$ cat src/pkg/sarc_pkg.sv
// shared constants for the converter control block
package sarc_pkg;
  // ************************************************************
  // code format
  // ************************************************************
  localparam int          CODE_W      = 14;
  localparam int          CODE_STEPS  = 16384;  // one step = vref / 16384
  localparam logic [13:0] CODE_FULL   = 14'h3FFF;
  localparam logic [13:0] CODE_MID    = 14'h2000;
  localparam logic [13:0] CODE_ZERO   = 14'h0000;
  localparam logic [13:0] CODE_ABORT  = 14'h3F80;  // first frame after abort
  localparam logic [13:0] CODE_MSB    = 14'h2000;

  // ************************************************************
  // frame edge counts
  // ************************************************************
  localparam logic [4:0] NAP_EXIT_RISE = 5'h08;  // leave nap on this rise
  localparam logic [4:0] SAMPLE_RISE   = 5'h09;  // switch closes here
  localparam logic [4:0] LAST_BIT_RISE = 5'h0E;  // shifts of data stop before this rise
  localparam logic [4:0] CONV_FALL     = 5'h10;  // conversion starts here
  localparam logic [2:0] INIT_CONVS    = 3'h4;   // discarded conversions

  // ************************************************************
  // timing
  // ************************************************************
  localparam int CLK_NS      = 100;
  localparam int PD_HOLD_NS  = 2000;  // powerdown_hold_threshold
  localparam int PD_WAKE_NS  = 3000;  // powerdown_wake_delay
  // least time: round up
  localparam int PD_HOLD_CYC = (PD_HOLD_NS + CLK_NS - 1) / CLK_NS;
  // longest time: round down, at least one cycle
  localparam int PD_WAKE_CYC = (PD_WAKE_NS / CLK_NS) < 1 ? 1
                               : (PD_WAKE_NS / CLK_NS);
  localparam logic [11:0] PD_HOLD_CNT = 12'(PD_HOLD_CYC);
  localparam logic [11:0] PD_WAKE_CNT = 12'(PD_WAKE_CYC);

  // ************************************************************
  // frame states
  // ************************************************************
  typedef enum logic [3:0] {
    ST_IDLE   = 4'b0001,
    ST_DATA   = 4'b0010,
    ST_SAMPLE = 4'b0100,
    ST_CONV   = 4'b1000
  } sarc_state_e;
endpackage : sarc_pkg

$ cat src/logic/sarc_approx.sv
// successive approximation engine, one bit decided per clock
`timescale 1ns/1ps
`default_nettype none
module sarc_approx
  import sarc_pkg::*;
(
  input  wire logic              i_mclk,
  input  wire logic              i_rst_n,
  input  wire logic              i_ce,
  input  wire logic              i_start,
  input  wire logic              i_abort,
  input  wire logic [CODE_W-1:0] i_held,
  output logic                   o_done,
  output logic [CODE_W-1:0]      o_result
);
  logic [CODE_W-1:0] held_r;
  logic [CODE_W-1:0] trial_bit_r;
  logic [CODE_W-1:0] acc_r;
  logic              run_r;
  logic              done_r;
  wire  [CODE_W-1:0] trial_w = acc_r | trial_bit_r;
  wire               keep_w  = held_r >= trial_w;

  // binary search against the held sample; inputs are not read while
  // running, only the copy taken at start (see RULE12)
  always_ff @(posedge i_mclk or negedge i_rst_n) begin
    if (!i_rst_n) begin
      held_r      <= CODE_ZERO;
      trial_bit_r <= CODE_ZERO;
      acc_r       <= CODE_ZERO;
      run_r       <= 1'b0;
      done_r      <= 1'b0;
    end else if (i_ce) begin
      done_r <= 1'b0;
      if (i_abort) begin
        run_r <= 1'b0;
      end else if (i_start) begin
        held_r      <= i_held;  // see RULE12
        trial_bit_r <= CODE_MSB;
        acc_r       <= CODE_ZERO;
        run_r       <= 1'b1;
      end else if (run_r) begin
        if (keep_w) begin
          acc_r <= trial_w;
        end
        trial_bit_r <= trial_bit_r >> 1;
        if (trial_bit_r[0]) begin
          run_r  <= 1'b0;
          done_r <= 1'b1;
        end
      end
    end
  end

  assign o_done   = done_r;
  assign o_result = acc_r;  // straight binary code (see RULE1)
endmodule : sarc_approx
`default_nettype wire

$ cat src/logic/sarc_ctrl.sv
// frame, nap and powerdown/reset control of the serial converter
`timescale 1ns/1ps
`default_nettype none
// What this block does
// RULE1 - results are unsigned straight binary 14-bit codes, 3FFF full scale.
// RULE2 - one code step is the reference divided by 16384.
// RULE3 - powerdown_reset_n is active low and acts without any clock.
// RULE4 - reset abandons a running conversion at once.
// RULE5 - serial data output is released while in reset.
// RULE6 - short reset: normal operation resumes as soon as input rises.
// RULE7 - first four conversions after reset or powerdown are flagged invalid.
// RULE8 - low longer than powerdown_hold_threshold enters powerdown.
// RULE9 - after powerdown, ready again within powerdown_wake_delay; host waits. o_ready rises about 34 clocks (3400 ns) after the input rises.
// RULE10 - nap starts at every end of conversion, as busy falls.
// RULE11 - nap ends on the eighth serial clock rise of the next frame.
// RULE12 - input difference captured at conversion start, inputs isolated after.
// RULE13 - chip-select or frame-sync framing; busy high during conversion.
// RULE14 - nap to 8th rise, sample from 9th rise, convert on 16th fall.
// RULE15 - reset phase after input falls, output three-stated meanwhile.
module sarc_ctrl
  import sarc_pkg::*;
(
  input  wire logic              i_mclk,
  input  wire logic              i_resetn,
  input  wire logic              i_ce,
  input  wire logic              i_powerdown_reset_n,
  input  wire logic              i_cs_n,
  input  wire logic              i_sclk,
  input  wire logic              i_frame_sync,
  input  wire logic [CODE_W:0]   i_vin_pos,
  input  wire logic [CODE_W:0]   i_vin_neg,
  output logic                   o_sdo,
  output logic                   o_sdo_oe,
  output logic                   o_busy,
  output logic                   o_nap,
  output logic                   o_sampling,
  output logic                   o_powered_down,
  output logic                   o_ready,
  output logic                   o_result_invalid
);
  // ************************************************************
  // reset and synchronisers
  // ************************************************************
  // core logic is cleared straight from the pin, no clock needed
  wire core_rst_n = i_resetn & i_powerdown_reset_n;  // see RULE3

  logic [1:0] cs_q_r;
  logic [1:0] sclk_q_r;
  logic [1:0] fs_q_r;
  logic [1:0] pdr_q_r;
  logic       cs_d_r;
  logic       sclk_d_r;
  logic       fs_d_r;

  // two stages on the chip-select, serial clock, frame-sync and powerdown pins; only stage two is looked at
  always_ff @(posedge i_mclk or negedge i_resetn) begin
    if (!i_resetn) begin
      cs_q_r   <= 2'h3;
      sclk_q_r <= 2'h3;  // serial clock idles high: no false rise
      fs_q_r   <= 2'h3;
      pdr_q_r  <= 2'h0;
    end else if (i_ce) begin
      cs_q_r   <= {cs_q_r[0], i_cs_n};
      sclk_q_r <= {sclk_q_r[0], i_sclk};
      fs_q_r   <= {fs_q_r[0], i_frame_sync};
      pdr_q_r  <= {pdr_q_r[0], i_powerdown_reset_n};
    end
  end

  // delayed copies for edge detection
  always_ff @(posedge i_mclk or negedge core_rst_n) begin
    if (!core_rst_n) begin
      cs_d_r   <= 1'b1;
      sclk_d_r <= 1'b1;
      fs_d_r   <= 1'b1;
    end else if (i_ce) begin
      cs_d_r   <= cs_q_r[1];
      sclk_d_r <= sclk_q_r[1];
      fs_d_r   <= fs_q_r[1];
    end
  end

  // ************************************************************
  // powerdown tracking
  // ************************************************************
  logic [11:0] pd_cnt_r;
  logic        pd_r;
  logic        pd_out_r;
  logic        waking_r;
  wire         pdr_s = pdr_q_r[1];

  // low time counter decides reset versus powerdown; wake delay
  // is counted only when leaving powerdown
  always_ff @(posedge i_mclk or negedge i_resetn) begin
    if (!i_resetn) begin
      pd_cnt_r <= 12'h000;
      pd_r     <= 1'b0;
      pd_out_r <= 1'b0;
      waking_r <= 1'b0;
    end else if (i_ce) begin
      pd_out_r <= pd_r;  // outside the core clear, see RULE8
      if (!pdr_s) begin
        waking_r <= 1'b0;
        if (pd_cnt_r >= PD_HOLD_CNT) begin
          pd_r <= 1'b1;  // see RULE8
        end else begin
          pd_cnt_r <= pd_cnt_r + 12'h001;
        end
      end else if (pd_r) begin
        pd_r     <= 1'b0;
        waking_r <= 1'b1;  // see RULE9
        pd_cnt_r <= 12'h001;
      end else if (waking_r) begin
        if (pd_cnt_r >= PD_WAKE_CNT) begin
          waking_r <= 1'b0;
          pd_cnt_r <= 12'h000;
        end else begin
          pd_cnt_r <= pd_cnt_r + 12'h001;
        end
      end else begin
        pd_cnt_r <= 12'h000;  // short reset: nothing to wait for, see RULE6
      end
    end
  end

  // ************************************************************
  // edge decode
  // ************************************************************
  wire cs_s      = cs_q_r[1];
  wire fs_s      = fs_q_r[1];
  wire sclk_rise = sclk_q_r[1] & ~sclk_d_r;
  wire sclk_fall = ~sclk_q_r[1] & sclk_d_r;
  wire cs_fall   = ~cs_s & cs_d_r;
  wire cs_rise   = cs_s & ~cs_d_r;
  wire fs_rise   = fs_s & ~fs_d_r;
  wire live      = pdr_s & ~waking_r & ~pd_r;
  // either framing style opens a frame (see RULE13)
  wire spi_start = cs_fall & fs_s;
  wire dsp_start = fs_rise & ~cs_s;
  wire start_ev  = live & (spi_start | dsp_start);

  // ************************************************************
  // frame state machine
  // ************************************************************
  sarc_state_e       state_r;
  sarc_state_e       state_nxt;
  logic [4:0]        rise_cnt_r;
  logic [4:0]        fall_cnt_r;
  logic [CODE_W-1:0] shift_r;
  logic [CODE_W-1:0] last_r;
  logic              aborted_r;
  logic              sdo_r;
  logic              sdo_oe_r;
  logic              nap_r;
  logic              samp_r;
  logic [2:0]        init_cnt_r;
  logic              invalid_r;

  wire               conv_done;
  wire [CODE_W-1:0]  conv_result;
  wire               in_conv   = (state_r == ST_CONV);
  wire               conv_kill = in_conv & start_ev;
  wire               end_samp  = (state_r == ST_SAMPLE) &
                                 ((sclk_fall &
                                   (fall_cnt_r == CONV_FALL - 5'h01))
                                  | cs_rise | fs_rise);
  wire               pre_abort = (state_r == ST_DATA) & (cs_rise | fs_rise);
  wire               to_samp   = (state_r == ST_DATA) & sclk_rise &
                                 (rise_cnt_r == SAMPLE_RISE - 5'h01);

  // input difference clipped to the code range (see RULE2)
  wire [CODE_W:0]    diff_raw  = i_vin_pos - i_vin_neg;
  wire               diff_neg  = i_vin_pos < i_vin_neg;
  wire [CODE_W-1:0]  diff_code = diff_neg ? CODE_ZERO
                                 : diff_raw[CODE_W] ? CODE_FULL
                                 : diff_raw[CODE_W-1:0];

  // next state
  always_comb begin
    state_nxt = state_r;
    case (state_r)
      ST_IDLE: begin
        if (start_ev) begin
          state_nxt = ST_DATA;
        end
      end
      ST_DATA: begin
        if (start_ev) begin
          state_nxt = ST_DATA;
        end else if (pre_abort) begin
          state_nxt = ST_IDLE;
        end else if (to_samp) begin
          state_nxt = ST_SAMPLE;  // see RULE14
        end
      end
      ST_SAMPLE: begin
        if (end_samp) begin
          state_nxt = ST_CONV;  // see RULE14
        end
      end
      ST_CONV: begin
        if (start_ev) begin
          state_nxt = ST_DATA;
        end else if (conv_done) begin
          state_nxt = ST_IDLE;
        end
      end
      default: begin
        state_nxt = ST_IDLE;
      end
    endcase
  end

  // state and edge counters; abort on reset is the async clear (see RULE4)
  always_ff @(posedge i_mclk or negedge core_rst_n) begin
    if (!core_rst_n) begin
      state_r    <= ST_IDLE;
      rise_cnt_r <= 5'h00;
      fall_cnt_r <= 5'h00;
    end else if (i_ce) begin
      state_r <= state_nxt;
      if (start_ev) begin
        rise_cnt_r <= 5'h00;
        fall_cnt_r <= 5'h00;
      end else begin
        if (sclk_rise & (rise_cnt_r != 5'h1F)) begin
          rise_cnt_r <= rise_cnt_r + 5'h01;
        end
        if (sclk_fall & (fall_cnt_r != 5'h1F)) begin
          fall_cnt_r <= fall_cnt_r + 5'h01;
        end
      end
    end
  end

  // serial data: msb at frame start, one bit per rise up to the last
  always_ff @(posedge i_mclk or negedge core_rst_n) begin
    if (!core_rst_n) begin
      shift_r   <= CODE_ZERO;
      last_r    <= CODE_ZERO;
      aborted_r <= 1'b0;
      sdo_r     <= 1'b0;
      sdo_oe_r  <= 1'b0;  // released while in reset, see RULE5
    end else if (i_ce) begin
      if (conv_done) begin
        last_r    <= conv_result;  // see RULE1
        aborted_r <= 1'b0;
      end
      if (conv_kill) begin
        aborted_r <= 1'b1;
      end
      if (start_ev) begin
        shift_r  <= (conv_kill | aborted_r) ? CODE_ABORT : last_r;
        sdo_r    <= (conv_kill | aborted_r) ? CODE_ABORT[CODE_W-1]
                    : last_r[CODE_W-1];
        sdo_oe_r <= 1'b1;
      end else begin
        if (sclk_rise & (rise_cnt_r < LAST_BIT_RISE - 5'h01)) begin
          shift_r <= shift_r << 1;
          sdo_r   <= shift_r[CODE_W-2];
        end
        if (cs_s) begin
          sdo_oe_r <= 1'b0;  // three-state with chip select high
        end
      end
    end
  end

  // nap, sampling switch and first-conversions flag
  always_ff @(posedge i_mclk or negedge core_rst_n) begin
    if (!core_rst_n) begin
      nap_r      <= 1'b0;
      samp_r     <= 1'b0;
      init_cnt_r <= 3'h0;
      invalid_r  <= 1'b1;  // see RULE15
    end else if (i_ce) begin
      if (conv_done) begin
        nap_r <= 1'b1;  // see RULE10
      end else if (sclk_rise & (rise_cnt_r == NAP_EXIT_RISE - 5'h01)) begin
        nap_r <= 1'b0;  // see RULE11
      end
      samp_r <= (state_nxt == ST_SAMPLE);  // see RULE12
      if (conv_done) begin
        invalid_r <= (init_cnt_r < INIT_CONVS);  // see RULE7
        if (init_cnt_r < INIT_CONVS) begin
          init_cnt_r <= init_cnt_r + 3'h1;
        end
      end
    end
  end

  // ************************************************************
  // conversion engine
  // ************************************************************
  sarc_approx sarc_approx_i (
    .i_mclk   (i_mclk),
    .i_rst_n  (core_rst_n),
    .i_ce     (i_ce),
    .i_start  (end_samp),
    .i_abort  (conv_kill),
    .i_held   (diff_code),
    .o_done   (conv_done),
    .o_result (conv_result)
  );

  // ************************************************************
  // outputs
  // ************************************************************
  logic busy_r;
  logic ready_r;

  // busy high from conversion start to end (see RULE13)
  always_ff @(posedge i_mclk or negedge core_rst_n) begin
    if (!core_rst_n) begin
      busy_r   <= 1'b0;
      ready_r  <= 1'b0;
    end else if (i_ce) begin
      busy_r   <= (state_nxt == ST_CONV);
      ready_r  <= live;
    end
  end

  assign o_sdo            = sdo_r;
  assign o_sdo_oe         = sdo_oe_r;
  assign o_busy           = busy_r;
  assign o_nap            = nap_r;
  assign o_sampling       = samp_r;
  assign o_powered_down   = pd_out_r;
  assign o_ready          = ready_r;
  assign o_result_invalid = invalid_r;
endmodule : sarc_ctrl
`default_nettype wire

$ cat config.mk
export PLATFORM = sky130hd
export DESIGN_NAME = sarc_ctrl
export DESIGN_NICKNAME = d
export VERILOG_FILES = /design/src/pkg/sarc_pkg.sv /design/src/logic/sarc_approx.sv /design/src/logic/sarc_ctrl.sv
export SDC_FILE = /design/constraint.sdc
export NUM_CORES = 1
export LEC_CHECK = 0
export ABC_AREA = 1
export BUFFER_PORTS_ARGS = -buffer_cell sky130_fd_sc_hd__buf_2
export CORE_MARGIN = 1
export CORE_UTILIZATION = 45
export DETAILED_ROUTE_END_ITERATION = 8
export GPL_TIMING_DRIVEN = 0
export PLACE_DENSITY_LB_ADDON = 0.1
export SYNTH_ARGS = -nofsm -noshare
export SYNTH_HDL_FRONTEND = slang
export SYNTH_HIERARCHICAL = 1
export SYNTH_SLANG_ARGS = --single-unit
$ cat constraint.sdc
create_clock -name i_mclk -period 5.4 [get_ports i_mclk]
set_clock_uncertainty 0.1 [all_clocks]
set_input_delay 0 -clock i_mclk [delete_from_list [all_inputs] [get_ports i_mclk]]
set_output_delay 0 -clock i_mclk [all_outputs]
set_load 0.02 [all_outputs]
**After elaboration in Yosys (flattened, before gate mapping)**

Index checks and enable logic that the tools add are counted.

- Output and inout bits: 8
- Flip-flop bits (word level): 122
- Logic and storage cells: 160
- Bits of input ports: 37

- Bitwise gates (word level): 35
- Multiplexer cells: 50
- Eq/ne operators: 12
- Add/sub/neg operators: 5
- $lt $le $gt $ge: 6
- Reductions and logical operators: 22

Operators by type and width:

| cell | number |
|---|---|
| $mux W14 | 7 |
| $mux W12 | 5 |
| $mux W13 | 3 |
| $mux W4 | 7 |
| $ge A12 B5 Y1 const B | 2 |
| $mux W1 | 23 |
| $and A1 B1 Y1 | 21 |
| $mux W5 | 4 |
| $reduce_and A2 Y1 | 9 |
| $reduce_bool A2 Y1 | 9 |
| $pmux W4 S4 | 1 |
| $lt A15 B15 Y1 | 1 |
| $sub A15 B15 Y15 | 1 |
| $ge A14 B14 Y1 | 1 |
| $or A14 B14 Y14 | 1 |
| $add A12 B1 Y12 const B | 1 |
| $add A5 B1 Y5 const B | 2 |
| $eq A5 B4 Y1 const B | 2 |
| $ne A5 B5 Y1 const B | 2 |
| $reduce_and A3 Y1 | 3 |
| $eq A4 B3 Y1 const B | 2 |
| $eq A4 B4 Y1 const B | 2 |
| $not A1 Y1 | 8 |
| $eq A5 B3 Y1 const B | 1 |
| other kinds (8) | 12 |

**Longest topological paths before layout**

Gate-level depths: netlist of run 1.

- Word-level depth: 9
- Mapped depth: 18
- Mapped depth without buffers: 16

**Hierarchy**

Netlist of run 1, hierarchy kept.

By module, submodules not included:

| module | instances | area each (sq um) | sequential area each (sq um) | cells each |
|---|---|---|---|---|
| sarc_ctrl | 1 | 4,769.6 | 1,965.6 | 670 |
| sarc_approx | 1 | 2,217.1 | 1,101.1 | 239 |

**Least setup slack after synthesis of run 1**

OpenSTA, ideal clock, no wires.

- Kind: register to register
- Start point: register fall_cnt_r[0]
- End point: register sarc_approx_i.acc_r[10], in the netlist sarc_approx_i/o_result[10]
- Arrival: 2,043 ps
- Required time: 5,184 ps
- Buffers on the path: 2
- Period minus slack after synthesis: 2,260 ps
- Setup time: 116 ps
- Slack: 3,140 ps
- Cell stages (with the launch flop): 18
- Path through: dfrtp_1 ha_1 inv_1 nor2_1 ha_1 a31oi_1 or2_1 inv_1 buf_6 nor2_2 nand2_1 inv_2 nand2_2 nor2_4 nand3_4 buf_2 nand3_1 nand2_1

- Longest elaborated chain between the ends: 7
- Elaborated cells on any way between the ends: 9
- Classes of those cells: eq/ne (1); mux (1); bitwise (4); reduce/logical (3)

RTL lines:

| what | line | source |
|---|---|---|
| start, declared | sarc_ctrl.sv:148 | `logic [4:0] fall_cnt_r;` |
| start signal, assigned | sarc_ctrl.sv:230 | `fall_cnt_r <= fall_cnt_r + 5'h01;` |
| $eq A5 B4 Y1 * | sarc_ctrl.sv:165 | `(fall_cnt_r == CONV_FALL - 5'h01))` |
| $and A1 B1 Y1 * | sarc_ctrl.sv:164 | `((sclk_fall &` |
| $or A1 B1 Y1 * (2 in series) | sarc_ctrl.sv:166 | `\| cs_rise \| fs_rise);` |
| $and A1 B1 Y1 * | sarc_ctrl.sv:163 | `wire end_samp = (state_r == ST_SAMPLE) &` |
| named net end_samp | sarc_ctrl.sv:163 |  |
| $reduce_bool A2 Y1 (no source line) | n/a |  |
| $reduce_and A4 Y1 (no source line) | n/a |  |
| end signal, assigned | sarc_approx.sv:44 | `acc_r <= trial_w;` |
| end, declared | sarc_approx.sv:18 | `logic [CODE_W-1:0] acc_r;` |

The timed path passes the listed nets; every way through them passes the cells marked *.
A chain may end at the register's enable or synchronous reset.

**Worst setup path after layout of run 1**

- Start point: register cs_q_r[1]
- End point: register sarc_approx_i.acc_r[9], in the netlist sarc_approx_i/o_result[9]

- Elaborated cells on any way between the ends: 16
- Classes of those cells: mux (1); bitwise (12); reduce/logical (3)

RTL lines:

| what | line | source |
|---|---|---|
| start, declared | sarc_ctrl.sv:47 | `logic [1:0] cs_q_r;` |
| start signal, assigned | sarc_ctrl.sv:63 | `cs_q_r <= {cs_q_r[0], i_cs_n};` |
| $and A1 B1 Y1 * | sarc_ctrl.sv:134 | `wire cs_rise = cs_s & ~cs_d_r;` |
| $or A1 B1 Y1 * (2 in series) | sarc_ctrl.sv:166 |  |
| $and A1 B1 Y1 * | sarc_ctrl.sv:163 |  |
| named net end_samp | sarc_ctrl.sv:163 |  |
| $reduce_bool A2 Y1 (no source line) | n/a |  |
| $reduce_and A4 Y1 (no source line) | n/a |  |

Marked as above.

==> flow_metrics.env, run 1 <==
export IMPL_fillers=1535
export IMPL_cts_tree="yes"
export IMPL_r2r_end="sarc_approx_i/o_result[9]"
export IMPL_tns_ns=0
export IMPL_overflow=0
export IMPL_vias=5659
export IMPL_ys_async_sr_fraction_pct=100.0
export IMPL_r2r_start="cs_q_r[1]"
export IMPL_io_buffers=44
export IMPL_dr_wl_met2_um=6610
export IMPL_antenna_found_initial=0
export IMPL_ir_drop_v=0.0002189
export IMPL_first_global_vias=5538
export IMPL_io_pins=45
export IMPL_ys_seq_elements=122
export IMPL_place_congestion=0.8154
export IMPL_synthCells=909
export IMPL_ff2ff_setup_slack_ns=2.77
export IMPL_endpoint="sarc_approx_i/o_result[9]"
export IMPL_layout_drive_gt1_share_pct=14.92
export IMPL_cts_buffers=17
export IMPL_die_w_um=126.6
export IMPL_p_int_mw=1.787
export IMPL_avgRoutedWirePerCell_um=12.14
export IMPL_finalPower_mw=2.491
export IMPL_final_max_slew_viol_count=0
export IMPL_maxUsedRoutingLayer="met4"
export IMPL_p_switching_mw=0.7042
export IMPL_diodes=0
export IMPL_die_h_um=126.6
export IMPL_seq_area_um2=3067
export IMPL_htree_levels=4
export IMPL_ant_nets=0
export IMPL_clkPwrFrac_pct=40.7
export IMPL_fin_area_um2=8063
export IMPL_synth_common_cells="nand2_1, inv_1, dfrtp_1"
export IMPL_die_area_um2=16030
export IMPL_leakage_nw=4.593
export IMPL_synth_edf_count=0
export IMPL_hold_slack_ns=0.007557
export IMPL_synth_cell_types=42
export IMPL_cap_violations=0
export IMPL_worst_pin_slew_ns=0.5244
export IMPL_hpwl_um=10620
export IMPL_clk_latency_ns=0.41
export IMPL_core_area_um2=15200
export IMPL_p_sw_share_pct=28.27
export IMPL_holdCritPathClass="input pin to async pin"
export IMPL_cts_resized=0
export IMPL_startpoint="cs_q_r[1]"
export IMPL_crit_fanout=10
export IMPL_drtPass1Iterations=5
export IMPL_yosysTopAreaCellShare_pct=39.76
export IMPL_placed_area_um2=7472
export IMPL_yosysSeqAreaShare_pct=43.89
export IMPL_multi_input_comb_area_um2=3233
export IMPL_synth_most_common_cell="nand2_1"
export IMPL_clock_sinks=122
export IMPL_track_usage_pct=19.66
export IMPL_clockRootBuffer="clkbuf_16"
export IMPL_setup_viol=0
export IMPL_yosys_most_used_dff="dfrtp_1"
export IMPL_final_core_util_pct=53.04
export IMPL_syn_avg_cell_area_um2=7.686
export IMPL_grt_pass1_wl_um=25180
export IMPL_r2r_cells=12
export IMPL_dr_wl_met3_um=285
export IMPL_fmax_mhz=380.2
export IMPL_ys_warn_count=6
export IMPL_nets=1056
export IMPL_crit_type="flip-flop to flip-flop"
export IMPL_yosysTopAreaCell="dfrtp_1"
export IMPL_syn2layout_area_growth_pct=15.40
export IMPL_start_util_pct=45.96
export IMPL_met1_length_um=7252
export IMPL_min_period_ns=2.630
export IMPL_netlist_top_cells_area="dfrtp_1, nand2_1, inv_1"
export IMPL_max_slew_margin_pct=65.04
export IMPL_cts_buffer_depth=2
export IMPL_cp_end_kind="flip-flop"
export IMPL_row_count=45
export IMPL_power_density_nw_per_um2=309.0
export IMPL_hold_viol=0
export IMPL_post_route_period_util_pct=48.71
export IMPL_drtIter0Drc=253
export IMPL_cp_start_kind="flip-flop"
export IMPL_clk_pin_slew_ns=0.05
export IMPL_outcome="finished, final reports clean"
export IMPL_rsz0062_at_grt="false"
export IMPL_syn_nets=985
export IMPL_synth_cell_area_um2=6987
export IMPL_cp_required_ns=5.65
export IMPL_vias_per_cell=4.796
export IMPL_p_seq_share_pct=42.7
export IMPL_arrival_ns=2.88
export IMPL_route_detailed_drc=0
export IMPL_comb_power_share_pct=16.7
export IMPL_wirelength_um=14330
export IMPL_grt_max_degree=66
## logic make-up (layout without fill, tap and decap cells)
logic type                 Yosys count  count (layout)  synth area share, %
buffers and inverters              163             246                9.832
DFF                                122             122                43.89
and+or+nand+nor                    473             473                28.80
adders and majority gates           39              39                7.092
AOI/OAI and AO/OA                   89              89                6.913
xor gates and xnor gates             8               8                1.003
muxes                               15              15                2.471
## per-stage QoR
stage / instances / setup WS [ns]
3_5_place_dp: 1142 / 2.796
2_1_floorplan: 909 / 2.681
5_1_grt: 1180 / 2.421
3_3_place_gp: 1141 / 0.8233
4_1_cts: 1180 / 2.764
6_report: 1180 / 2.770
## cell usage in the layout (no fill, tap or decap), types with 2 or more instances in the layout
| cell type | instances |
|---|---|
| nand2_1 | 289 |
| inv_1 | 132 |
| dfrtp_1 | 111 |
| nor2_1 | 75 |
| nand3_1 | 60 |
| buf_2 | 52 |
| ha_1 | 38 |
| o21ai_0 | 37 |
| a21oi_1 | 24 |
| clkbuf_16 | 17 |
| o22ai_1 | 16 |
| nand2_2 | 15 |
| mux2_2 | 14 |
| nand4_1 | 13 |
| clkbuf_1 | 11 |
| dfstp_2 | 11 |
| dlygate4sd3_1 | 7 |
| xnor2_1 | 6 |
| clkinv_2 | 6 |
| nor3_1 | 5 |
| buf_6 | 5 |
| inv_2 | 5 |
| o21ai_1 | 5 |
| nor2_2 | 3 |
| buf_4 | 3 |
| a31oi_1 | 2 |
| or2_1 | 2 |
| nand3_2 | 2 |
| o31ai_1 | 2 |
| xor2_1 | 2 |
| nand3b_1 | 2 |
| clkinv_1 | 2 |
## state kept, by name (all words and copies together), names as in the netlist, 3 cells and up
name,flops
sarc_approx_i/held_r,14
last_r,14
init_cnt_r,3
fall_cnt_r,5
sarc_approx_i/trial_bit_r,14
pd_cnt_r,12
shift_r,13
sarc_approx_i/o_result,14
rise_cnt_r,5
state_r,4
## cell type report
| type | count | share of cell area [%] |
|---|---|---|
| timing repair buffer | 52 | 3.942 |
| tap | 188 | 2.917 |
| clock inverter | 9 | 0.9466 |
| sequential | 122 | 38.04 |
| buffer | 23 | 2.002 |
| clock buffer | 22 | 5.509 |
| multi-input combinational | 624 | 40.10 |
| inverter | 140 | 6.549 |
## per-layer routing
metal,global-route usage [%],up-vias
li1,-,3014
met1,25.62,2578
met2,32.56,53
met3,4.091,14
met4,6.662,0
met5,0,-
## critical path: stages (launching register included)
cell	delay [ns]
dfstp_2	0.57
inv_1	0.05
o21ai_0	0.34
a31oi_1	0.12
or2_1	0.25
inv_1	0.08
buf_6	0.14
nand2_2	0.16
nand2_2	0.15
buf_4	0.18
buf_2	0.25
nand3_1	0.11
nand2_1	0.07
## worst min path at each step
stage / depth (start not counted) / startpoint / endpoint
after floorplan: 0 / i_resetn / o_powered_down
after global placement: 1 / i_resetn / pd_cnt_r[6]
after detailed placement: 1 / i_resetn / pd_cnt_r[6]
after CTS: 2 / i_resetn / pd_cnt_r[6]
after global routing: 2 / i_resetn / pd_cnt_r[11]
final: 2 / i_resetn / pd_cnt_r[6]
## power groups by stage
stage          Sequential (mW)  Clock (mW)  Combinational, mW
2_1_floorplan             1.07           0              0.311
3_3_place_gp              1.08           0              0.411
3_5_place_dp              1.08           0              0.417
4_1_cts                   1.06        1.04              0.422
5_1_grt                   1.07        1.07              0.491
6_report                  1.06        1.01              0.415
## timing repair
item | CTS | global route
endpoints found under the hold margin | 68 | 0
buffers inserted | 0 | 0
hold buffers | 7 | 0
(Power assumes the default switching activity.)
==> run 2: changes to the inputs <==
==> constraint.sdc (replaced) <==
create_clock -name i_mclk -period 2.35 [get_ports i_mclk]
set_clock_uncertainty 0.1 [all_clocks]
set_input_delay 0 -clock i_mclk [delete_from_list [all_inputs] [get_ports i_mclk]]
set_output_delay 0 -clock i_mclk [all_outputs]
set_load 0.02 [all_outputs]
==> run 2 against run 1 <==
Effect of this change:
- combinational power rose to 2.5 times the previous value
- first-iteration DRC count fell by 2.0%
- register-to-register slack got worse by 2.8 ns
- routed wire length rose by 4.3%
- final cell count rose by 1.3%
- via count rose by 2.2%
- largest cell class unchanged
- worst setup slack got worse by 2.8 ns
- die area did not move
- sequential power rose by 130%
- critical path type unchanged
- sequential cell count did not move
- final area rose by 5.2%
- clock-buffer cell count fell by 4
==> flow_metrics.env, run 2 (same netlist as run 1, synthesis figures left out) <==
export IMPL_outcome="finished, final reports clean"
export IMPL_fmax_mhz=428.9
export IMPL_clk_latency_ns=0.42
export IMPL_post_route_period_util_pct=99.20
export IMPL_hold_viol=0
export IMPL_tns_ns=0
export IMPL_seq_area_um2=3067
export IMPL_nets=1070
export IMPL_drtIter0Drc=248
export IMPL_comb_power_share_pct=16.8
export IMPL_final_core_util_pct=55.79
export IMPL_cts_buffer_depth=2
export IMPL_holdCritPathClass="input pin to flip-flop"
export IMPL_cp_start_kind="flip-flop"
export IMPL_htree_levels=4
export IMPL_io_buffers=44
export IMPL_avgRoutedWirePerCell_um=12.51
export IMPL_worst_pin_slew_ns=0.7738
export IMPL_start_util_pct=45.96
export IMPL_diodes=0
export IMPL_placed_area_um2=7486
export IMPL_final_cell_mix="nand2_1, inv_1, dfrtp_1, nor2_1, nand3_1"
export IMPL_fillers=1471
export IMPL_fin_area_um2=8482
export IMPL_clkPwrFrac_pct=44.4
export IMPL_wirelength_um=14950
export IMPL_maxUsedRoutingLayer="met4"
export IMPL_p_seq_share_pct=38.8
export IMPL_layout_drive_gt1_share_pct=17.87
export IMPL_syn2layout_area_growth_pct=21.40
export IMPL_power_density_nw_per_um2=741.4
export IMPL_p_switching_mw=1.755
export IMPL_io_pins=45
export IMPL_rsz0062_at_grt="true"
export IMPL_cp_end_kind="flip-flop"
export IMPL_clock_sinks=122
export IMPL_cp_required_ns=2.61
export IMPL_min_period_ns=2.331
export IMPL_cap_violations=0
export IMPL_row_count=45
export IMPL_final_max_slew_viol_count=0
export IMPL_dr_wl_met2_um=6872
export IMPL_ant_nets=0
export IMPL_leakage_nw=4.728
export IMPL_grt_pass1_wl_um=26510
export IMPL_max_slew_margin_pct=48.30
export IMPL_arrival_ns=2.60
export IMPL_overflow=0
export IMPL_dr_wl_met3_um=375
export IMPL_die_area_um2=16030
export IMPL_die_w_um=126.6
export IMPL_hold_slack_ns=0.07977
export IMPL_setup_viol=0
export IMPL_hpwl_um=10690
export IMPL_p_sw_share_pct=27.90
export IMPL_vias=5783
export IMPL_die_h_um=126.6
export IMPL_multi_input_comb_area_um2=3341
export IMPL_final_common_cell="nand2_1"
export IMPL_place_congestion=0.7980
export IMPL_clockRootBuffer="clkbuf_16"
export IMPL_p_int_mw=4.534
export IMPL_finalPower_mw=6.289
export IMPL_clk_pin_slew_ns=0.06
export IMPL_core_area_um2=15200
export IMPL_antenna_found_initial=0
export IMPL_cts_buffers=17
export IMPL_route_detailed_drc=0
export IMPL_drtPass1Iterations=4
export IMPL_crit_type="flip-flop to flip-flop"
export IMPL_vias_per_cell=4.839
export IMPL_first_global_vias=5753
export IMPL_ir_drop_v=0.0005624
export IMPL_crit_fanout=5
export IMPL_cts_tree="yes"
export IMPL_track_usage_pct=20.94
export IMPL_grt_max_degree=42
export IMPL_met1_length_um=7548
==> run 2: cell types whose count changed in the layout (fill, tap and decap cells not counted), moves of 3 or more <==
cell	previous run	this run
buf_12	1	4
buf_2	52	47
buf_4	3	10
buf_6	5	11
bufinv_16	1	4
clkbuf_1	11	5
clkinv_2	6	2
clkinv_4	1	6
nand2_4	1	4
nand3_1	60	56
nand3_2	2	6
==> run 2: repair_timing <==
action | in CTS | in global routing
buffers inserted | 7 | 3
hold buffers | 9 | 0
pin swaps | 8 | 4
gates resized for setup | 21 | 17
endpoints found under the hold margin | 61 | 0
cloned | 1 | 1
endpoints found under the setup margin | 35 | 30
==> run 2: routing by layer <==
metal  global-route usage (%)  vias to the layer above
met5                        0                        -
met4                    6.945                        0
met3                    4.850                       13
met2                    34.12                       58
met1                    27.52                     2668
li1                         -                     3044
==> run 2: path summary, 6_finish.rpt <==
kind	from	to	slack [ns]	depth (start not counted)
min	i_vin_pos[0]	sarc_approx_i/held_r[0]	0.08	8
max reg2reg	fall_cnt_r[1]	sarc_approx_i/o_result[12]	0.02	18
min reg2reg	init_cnt_r[2]	init_cnt_r[2]	0.35	2
max	fall_cnt_r[1]	sarc_approx_i/o_result[12]	0.02	18
min in group asynchronous	i_powerdown_reset_n	o_ready	0.23	4
max in group asynchronous	i_resetn	o_result_invalid	0.39	6
==> run 2: metrics by stage <==
stage	std cells	setup WS [ns]
6_report	1195	0.01870
5_1_grt	1195	-0.1226
4_1_cts	1192	0.003055
3_5_place_dp	1143	-0.2753
3_3_place_gp	1141	-0.2938
2_1_floorplan	909	0.09030
==> run 2: final cells by class <==
| class | count | share of cell area (%) |
|---|---|---|
| Clock buffer | 18 | 5.178 |
| Clock inverter | 14 | 2.331 |
| Timing Repair Buffer | 67 | 5.709 |
| Buffer | 22 | 2.227 |
| Sequential cell | 122 | 36.16 |
| Tap cell | 188 | 2.773 |
| Multi-Input combinational cell | 624 | 39.39 |
| Inverter | 140 | 6.240 |
==> run 2: worst max-delay path, stage by stage, from the launching register on <==
cell,delay (ns)
dfrtp_1,0.38
ha_2,0.18
inv_2,0.07
nor2_4,0.05
ha_4,0.16
a31oi_4,0.14
or2_1,0.15
inv_1,0.06
buf_6,0.13
nor2_2,0.09
nand2_1,0.06
inv_2,0.05
nand2_2,0.06
nor2_4,0.10
nand3_4,0.14
nand2_8,0.12
buf_12,0.12
nand2_2,0.05
nand2_2,0.06
==> run 2: power groups by stage <==
stage,Sequential (mW),Clock (mW),Combinational (mW)
detailed placement,2.47,0,0.966
global route,2.47,2.95,1.23
floorplan,2.46,0,0.715
global placement,2.47,0,0.944
finish,2.44,2.80,1.05
CTS,2.44,2.84,1.05
